File: src/shared/power_mgmt_control_status_pkg.sv
// Purpose: Constants and carrier types for the PCI power management register block
// Assumes: Configuration access arrives as a simple one-cycle strobe with a byte offset
// Notes: Offsets are within the power management capability structure
package power_mgmt_control_status_pkg;

  // ----------------------------------------
  // Register offsets
  // ----------------------------------------
  localparam logic [7:0] CAP_OFFSET = 8'h02;
  localparam logic [7:0] CSR_OFFSET = 8'h04;

  // ----------------------------------------
  // Capability field positions and values
  // ----------------------------------------
  localparam int CAP_D1_BIT = 9;
  localparam logic [2:0] CAP_AUX_CURRENT = 3'h0;
  localparam logic CAP_DSI_VALUE = 1'h1;
  localparam logic [2:0] CAP_VERSION = 3'h2;

  // ----------------------------------------
  // Control/status field positions and values
  // ----------------------------------------
  localparam int CSR_STATUS_BIT = 15;
  localparam int CSR_SCALE_LSB = 13;
  localparam int CSR_SELECT_LSB = 9;
  localparam int CSR_ENABLE_BIT = 8;
  localparam logic [1:0] SCALE_TENTH_WATT = 2'h1;
  localparam logic [1:0] SCALE_UNKNOWN = 2'h0;
  localparam logic [3:0] SELECT_RESET = 4'h0;

  // ----------------------------------------
  // Power states
  // ----------------------------------------
  typedef enum logic [1:0] {
    POWER_MGMT_CONTROL_STATUS_D0 = 2'b00,
    POWER_MGMT_CONTROL_STATUS_D1 = 2'b01,
    POWER_MGMT_CONTROL_STATUS_D2 = 2'b10,
    POWER_MGMT_CONTROL_STATUS_D3 = 2'b11
  } power_mgmt_control_status_state_t;

  // ----------------------------------------
  // Configuration access carrier
  // ----------------------------------------
  typedef struct packed {
    logic rd;
    logic wr;
    logic [7:0] offset;
    logic [15:0] wdata;
  } power_mgmt_control_status_cfg_req_t;

  // Straps loaded from the EEPROM at power up
  typedef struct packed {
    logic pm_enable;
    logic manage_enable;
    logic clock_needed_valid;
    logic clock_needed;
  } power_mgmt_control_status_strap_t;

endpackage

File: src/logic/power_mgmt_control_status_regs.sv
// Operation
// - D1 support bit reads constant zero.
// - Auxiliary current field reads zero.
// - Device specific initialization bit reads one.
// - Clock reliance bit comes from EEPROM, zero when not loaded.
// - Version field reads fixed code 010b.
// - Wake status flag sets on any wake condition, regardless of enable.
// - Writing one clears wake status and drops wake output; zero leaves it.
// - Aux power high: status cleared only by power good; else also bus reset.
// - Data scale reads 01b when managed and select is 0,3,4,7.
// - Data select resets zero, writable only with power management enabled.
// - Wake enable set allows filtered wake events to assert wake output.
// - With power management disabled, wake enable stays zero.
// - Wake enable clears at power on; bus reset clears it without aux power.
// - Legacy magic wake may assert the wake output with enable zero.
// - Power state D0=00b, D3=11b; unsupported writes are discarded.
//
// Purpose: PCI power management capability and control/status registers
// Assumes: arst_n is the network power good reset; bus_rst_n is the PCI bus reset level
// Notes: Wake output is active high; the pad inverts it onto the open-drain pin
// Notes: Wake status and enable survive a bus reset while auxiliary power is up
// Notes: Data scale is decoded, not stored, so it follows the manageability strap
`timescale 1ns/10ps
module power_mgmt_control_status_regs (
  // Clock and resets
  input wire logic mclk,
  input wire logic arst_n,
  input wire logic bus_rst_n,
  // Configuration access
  input wire power_mgmt_control_status_pkg::power_mgmt_control_status_cfg_req_t cfg_req,
  output logic [15:0] cfg_rdata,
  output logic cfg_ack,
  // Straps and inputs
  input wire power_mgmt_control_status_pkg::power_mgmt_control_status_strap_t strap,
  input wire logic aux_power,
  input wire logic wake_event,
  input wire logic legacy_magic_wake,
  input wire logic magic_packet_seen,
  // Wake output and power state
  output logic wake_out,
  output logic [1:0] power_state_field
);

  logic bus_rst_q;
  logic bus_rise;
  logic wake_status_flag;
  logic wake_enable_bit;
  logic [3:0] data_select;
  logic [1:0] data_scale;
  logic [15:0] cap_word;
  logic [15:0] csr_word;
  logic wr_csr;
  logic wake_cond;
  logic rd_cap;
  logic rd_csr;
  logic clr_status;
  logic bus_clear_sticky;
  logic wake_gate;

  // ----------------------------------------
  // Helpers
  // ----------------------------------------
  function automatic logic scale_known(input logic [3:0] sel);
    scale_known = (sel == 4'h0) || (sel == 4'h3) || (sel == 4'h4) || (sel == 4'h7);
  endfunction

  // Offset decode shared by the write path and the read mux
  function automatic logic hits_cap(input logic [7:0] off);
    hits_cap = (off == power_mgmt_control_status_pkg::CAP_OFFSET);
  endfunction

  function automatic logic hits_csr(input logic [7:0] off);
    hits_csr = (off == power_mgmt_control_status_pkg::CSR_OFFSET);
  endfunction

  function automatic logic state_supported(input logic [1:0] st);
    state_supported = (st == power_mgmt_control_status_pkg::POWER_MGMT_CONTROL_STATUS_D0) || (st == power_mgmt_control_status_pkg::POWER_MGMT_CONTROL_STATUS_D3);
  endfunction

  // ----------------------------------------
  // Bus reset edge
  // ----------------------------------------
  // Idle high, so leaving power good reset does not look like a bus reset edge
  always_ff @(posedge mclk or negedge arst_n) begin
    if (!arst_n) begin
      bus_rst_q <= 1'h1;
    end else begin
      bus_rst_q <= bus_rst_n;
    end
  end

  assign bus_rise = bus_rst_n && !bus_rst_q;
  // Without auxiliary power the sticky wake bits are lost on bus reset
  assign bus_clear_sticky = bus_rise && !aux_power;

  // ----------------------------------------
  // Access decode
  // ----------------------------------------
  assign wr_csr = cfg_req.wr && hits_csr(cfg_req.offset);
  assign rd_cap = cfg_req.rd && hits_cap(cfg_req.offset);
  assign rd_csr = cfg_req.rd && hits_csr(cfg_req.offset);
  assign clr_status = wr_csr && cfg_req.wdata[power_mgmt_control_status_pkg::CSR_STATUS_BIT];
  // Magic packets count only while legacy wake is on
  assign wake_cond = wake_event || (legacy_magic_wake && magic_packet_seen);

  // ----------------------------------------
  // Wake status
  // ----------------------------------------
  // A wake in the same cycle as a clear wins, so no wake event is lost
  always_ff @(posedge mclk or negedge arst_n) begin
    if (!arst_n) begin
      wake_status_flag <= 1'h0;
    end else if (wake_cond) begin
      wake_status_flag <= 1'h1;
    end else if (clr_status) begin
      wake_status_flag <= 1'h0;
    end else if (bus_clear_sticky) begin
      wake_status_flag <= 1'h0;
    end
  end

  // ----------------------------------------
  // Wake enable
  // ----------------------------------------
  always_ff @(posedge mclk or negedge arst_n) begin
    if (!arst_n) begin
      wake_enable_bit <= 1'h0;
    end else if (!strap.pm_enable) begin
      wake_enable_bit <= 1'h0;
    end else if (bus_clear_sticky) begin
      wake_enable_bit <= 1'h0;
    end else if (wr_csr) begin
      wake_enable_bit <= cfg_req.wdata[power_mgmt_control_status_pkg::CSR_ENABLE_BIT];
    end
  end

  // ----------------------------------------
  // Data select and power state
  // ----------------------------------------
  always_ff @(posedge mclk or negedge arst_n) begin
    if (!arst_n) begin
      data_select <= power_mgmt_control_status_pkg::SELECT_RESET;
    end else if (wr_csr && strap.pm_enable) begin
      data_select <= cfg_req.wdata[power_mgmt_control_status_pkg::CSR_SELECT_LSB +: 4];
    end
  end

  // Power state returns to D0 after bus reset regardless of aux power
  always_ff @(posedge mclk or negedge arst_n) begin
    if (!arst_n) begin
      power_state_field <= power_mgmt_control_status_pkg::POWER_MGMT_CONTROL_STATUS_D0;
    end else if (bus_rise) begin
      power_state_field <= power_mgmt_control_status_pkg::POWER_MGMT_CONTROL_STATUS_D0;
    end else if (wr_csr && strap.pm_enable && state_supported(cfg_req.wdata[1:0])) begin
      case (cfg_req.wdata[1:0])
        power_mgmt_control_status_pkg::POWER_MGMT_CONTROL_STATUS_D0: power_state_field <= power_mgmt_control_status_pkg::POWER_MGMT_CONTROL_STATUS_D0;
        power_mgmt_control_status_pkg::POWER_MGMT_CONTROL_STATUS_D3: power_state_field <= power_mgmt_control_status_pkg::POWER_MGMT_CONTROL_STATUS_D3;
        default: power_state_field <= power_state_field;
      endcase
    end
  end

  // ----------------------------------------
  // Capability word
  // ----------------------------------------
  always_comb begin
    cap_word = 16'h0000;
    cap_word[power_mgmt_control_status_pkg::CAP_D1_BIT] = 1'h0;
    cap_word[8:6] = power_mgmt_control_status_pkg::CAP_AUX_CURRENT;
    cap_word[5] = power_mgmt_control_status_pkg::CAP_DSI_VALUE;
    cap_word[4] = 1'h0;
    cap_word[3] = strap.clock_needed_valid && strap.clock_needed;
    cap_word[2:0] = power_mgmt_control_status_pkg::CAP_VERSION;
  end

  // ----------------------------------------
  // Control/status word
  // ----------------------------------------
  assign data_scale = (strap.manage_enable && scale_known(data_select)) ?
    power_mgmt_control_status_pkg::SCALE_TENTH_WATT : power_mgmt_control_status_pkg::SCALE_UNKNOWN;

  always_comb begin
    csr_word = 16'h0000;
    csr_word[power_mgmt_control_status_pkg::CSR_STATUS_BIT] = wake_status_flag;
    csr_word[power_mgmt_control_status_pkg::CSR_SCALE_LSB +: 2] = data_scale;
    csr_word[power_mgmt_control_status_pkg::CSR_SELECT_LSB +: 4] = data_select;
    csr_word[power_mgmt_control_status_pkg::CSR_ENABLE_BIT] = wake_enable_bit;
    csr_word[1:0] = power_state_field;
  end

  // ----------------------------------------
  // Read data and acknowledge
  // ----------------------------------------
  always_ff @(posedge mclk or negedge arst_n) begin
    if (!arst_n) begin
      cfg_ack <= 1'h0;
    end else begin
      cfg_ack <= cfg_req.rd || cfg_req.wr;
    end
  end

  // Other offsets read zero so an unmapped read never returns stale data
  always_ff @(posedge mclk or negedge arst_n) begin
    if (!arst_n) begin
      cfg_rdata <= 16'h0000;
    end else if (rd_cap) begin
      cfg_rdata <= cap_word;
    end else if (rd_csr) begin
      cfg_rdata <= csr_word;
    end else begin
      cfg_rdata <= 16'h0000;
    end
  end

  // ----------------------------------------
  // Wake output
  // ----------------------------------------
  // Legacy wake drives the pin without the enable; clearing status drops it
  assign wake_gate = wake_enable_bit || legacy_magic_wake;
  assign wake_out = wake_status_flag && wake_gate;

endmodule

File: config.mk
export PLATFORM = sky130hd
export DESIGN_NAME = power_mgmt_control_status_regs
export DESIGN_NICKNAME = d
export VERILOG_FILES = /design/src/shared/power_mgmt_control_status_pkg.sv /design/src/logic/power_mgmt_control_status_regs.sv
export SDC_FILE = /design/constraint.sdc
export NUM_CORES = 1
export LEC_CHECK = 0
export ABC_AREA = 1
export BUFFER_PORTS_ARGS = -buffer_cell sky130_fd_sc_hd__buf_2
export CAP_MARGIN = 25
export CORE_ASPECT_RATIO = 1.1
export CORE_MARGIN = 2
export CORE_UTILIZATION = 41
export CTS_CLUSTER_DIAMETER = 120
export CTS_CLUSTER_SIZE = 14
export DETAILED_ROUTE_END_ITERATION = 10
export PLACE_DENSITY = 0.82
export SYNTH_ARGS = -nofsm -noshare
export SYNTH_HDL_FRONTEND = slang
export SYNTH_SLANG_ARGS = --single-unit
export TNS_END_PERCENT = 10
File: constraint.sdc
create_clock -name mclk -period 1.05 [get_ports mclk]
set_input_delay 0.315 -clock mclk [delete_from_list [all_inputs] [get_ports mclk]]
set_output_delay 0.315 -clock mclk [all_outputs]
set_load 0.05 [all_outputs]
==> metrics.md <==
| Metric | Value |
|---|---|
| Fin cells | 191 |
| Clock Sink Count | 20 |
| TNS Setup | -1678 ps |
| Final worst setup slack | -268.6 ps |
| Failing checks | negative setup slack |
| DP Worst Slack | -241.9 ps |
| Number of I/O pins | 57 |
| Vias in the first global route | 796 |
| Placed inst area | 1214 um^2 |
| Iteration-0 DRC Markers | 14 |
| Die Span Y | 53.94 um |
| Max VDD drop | 508.2 uV |
| Global Route Usage Sum | 0.1564 |
| Critical setup path kind | reg -> out |
| Register area | 503.0 um^2 |
| Commonest non-fill, non-tap cells in the layout | buf_2, inv_1, dfrtp_1 |
| Clock Latency Late Sink | 280 ps |
| Vias per cell | 4.267 |
| Mux cell area share after synthesis | 0 |
| Status | finished with violations |
| Worst EP required | 730 ps |
| DRC viols | 0 |
| Core area | 2207 um^2 |
| Final setup fails | 15 |
| Complex-gate fraction of the synthesized area | 0.06460 |
| Crit path DAT | 1000 ps |
| Wire per inst | 9.681 um |
| Post-Route Utilization | 0.6236 |
| Largest net degree at the start of global routing | 21 |
| Clock root cell | clkbuf_4 |
| Post-route antenna net violation count | 0 |
| Crit path time final | 1319 ps |
| Syn Inst Count | 107 |
| Crit share post-route | 1.256 |
| Final wirelength | 1849 um |
| Global-route wire length before repair | 3187 um |
| # port buffers | 43 |
| Reg2Reg Setup Slack | 120 ps |
| Die area | 2665 um^2 |
| Yosys top cell by area | dfrtp_1 |
| Rows | 18 |
| Syn avg cell area | 8.688 um^2 |
| Final hold violation count | 0 |
| Setup Skew | 1.969 ps |
| Clock-pin slew on the worst setup and hold paths | 100 ps |
| # H-tree levels | 1 |
| CTS max path bufs | 2 |
| Multi-input logic area | 337.8 um^2 |
| Detailed placement HPWL | 1445 um |
| Layout Cell Area excl Fill | 1376 um^2 |
| DRT Pass-1 Iters | 5 |
| Worst r2r src | bus_rst_q |
| TritonCTS Buffers | 3 |
| Gpl congestion | 0.6697 |
| Worst Hold Class | in -> reg |
| Reg2reg end | wake_status_flag |
| # diodes | 0 |
| Sequential area share after synthesis | 0.5397 |
| Area grow syn2layout | 48.05% |
| CP endpoint kind | primary output |
| Share of the synthesized area in the top cell type | 0.5114 |
| Worst setup path start | wake_enable_bit |
| LEAKAGE | 0.7811 nW |
| CP Max Fanout | 2 |
| Crit path to | wake_out |
| Placed Cells | 185 |
| TritonCTS clock tree | yes |
| R2R depth | 5 |
| CP startpoint kind | register |
| Max Clock Freq | 758.4 MHz |
| Mapped Area | 929.6 um^2 |
| Synth warnings | 0 |
| Largest cells by area after synthesis | dfrtp_1, inv_1, nor2_1 |
| Synth Area in Simple Gates | 0.2275 |
| Adder-cell share of the synthesized area | 0.02692 |
| Slew Limit Fails | 0 |
| Vias | 815 |
| Cell variety after synth | 19 |
| Commonest non-fill, non-tap cell in the layout | buf_2 |
| GRT overflow | 0 |
| Initial antenna violation count | 0 |
| Number of fill cells | 207 |
| Final nets | 201 |
| Initial Util | 0.4212 |
| Layout cells sized above 1 | 0.4410 |
| #FFs+latches synth | 20 |
| DIE WIDTH | 49.40 um |
| RSZ-0062 raised after global routing | true |
| Max-Cap Viols | 0 |
| Power per cell area | 1043 nW/um^2 |
| Combinational family with the most area after synthesis | simple AND/OR/NAND/NOR gates |
| XOR/XNOR Fraction of Synth Area | 0 |
per-stage QoR:
stage	hold WS, ps	power (mW)
floorplan	19.41	0.9296
global route	99.22	1.526
CTS	122.8	1.449
detailed placement	275.9	1.015
global placement	268.4	1.008
finish	129.5	1.435
report_power, final:
group | switching, mW | internal (mW)
Sequential | 0.00658 | 0.785
Clock | 0.209 | 0.211
Combinational | 0.139 | 0.0848
Total | 0.355 | 1.08
cell usage after synthesis:
cell	number
nor2_8	1
or2_2	1
o21ai_0	6
dfstp_2	1
inv_2	1
nor2_1	20
nor2_2	3
ha_1	2
nand4_1	3
nand2_2	1
conb_1	1
dfrtp_1	19
nand2_1	15
o211ai_1	1
buf_4	6
a211oi_2	1
a21oi_1	2
inv_1	21
nand3_1	2
worst max-delay path, stage by stage, from the launching register on:
cell	delay, ps
dfrtp_1	400
nor2_2	140
nor2_4	40
buf_6	140
state kept, by name, indices dropped and copies added, names as in the netlist:
register and cells:
wake_status_flag 1, cfg_ack 1, cfg_rdata 11, power_state_field 1
data_select 4, wake_enable_bit 1, bus_rst_q 1
layer usage:
layer	routed length (um)	global-route usage
met5	0	0
met4	13	0.04167
met3	150	0.03333
met2	972	0.3086
met1	713	0.1722
final cells by class:
class,count,area share
clock buffers,4,0.02636
flip-flops and latches,20,0.3655
inverters,22,0.06000
repair buffers,52,0.2755
multi-input cells,63,0.2455
well taps,30,0.02727
worst min-delay path by stage:
| stage | cells past startpoint | end | start |
|---|---|---|---|
| final | 1 | bus_rst_q | bus_rst_n |
| after global routing | 1 | bus_rst_q | bus_rst_n |
| after CTS | 1 | bus_rst_q | bus_rst_n |
| after detailed placement | 1 | cfg_rdata[11] | arst_n |
| after global placement | 1 | data_select[2] | arst_n |
| after floorplan | 0 | cfg_ack | arst_n |
cells by family (layout without fill, tap and decap cells):
| group | Yosys count | after routing |
|---|---|---|
| compound gates | 10 | 10 |
| simple gates | 46 | 46 |
| flops | 20 | 20 |
| other cells | 1 | 5 |
| fa+ha+maj | 2 | 2 |
| buf+inv | 28 | 78 |
repair_timing:
item                                    CTS  global route
setup buffers                             1             0
endpoints found under the hold margin    19             0
resized for setup                        32             6
endpoints found under the setup margin   15            21
hold buffers                              1             0
pin swaps                                 1             2
Power figures use the tool's default switching activity.
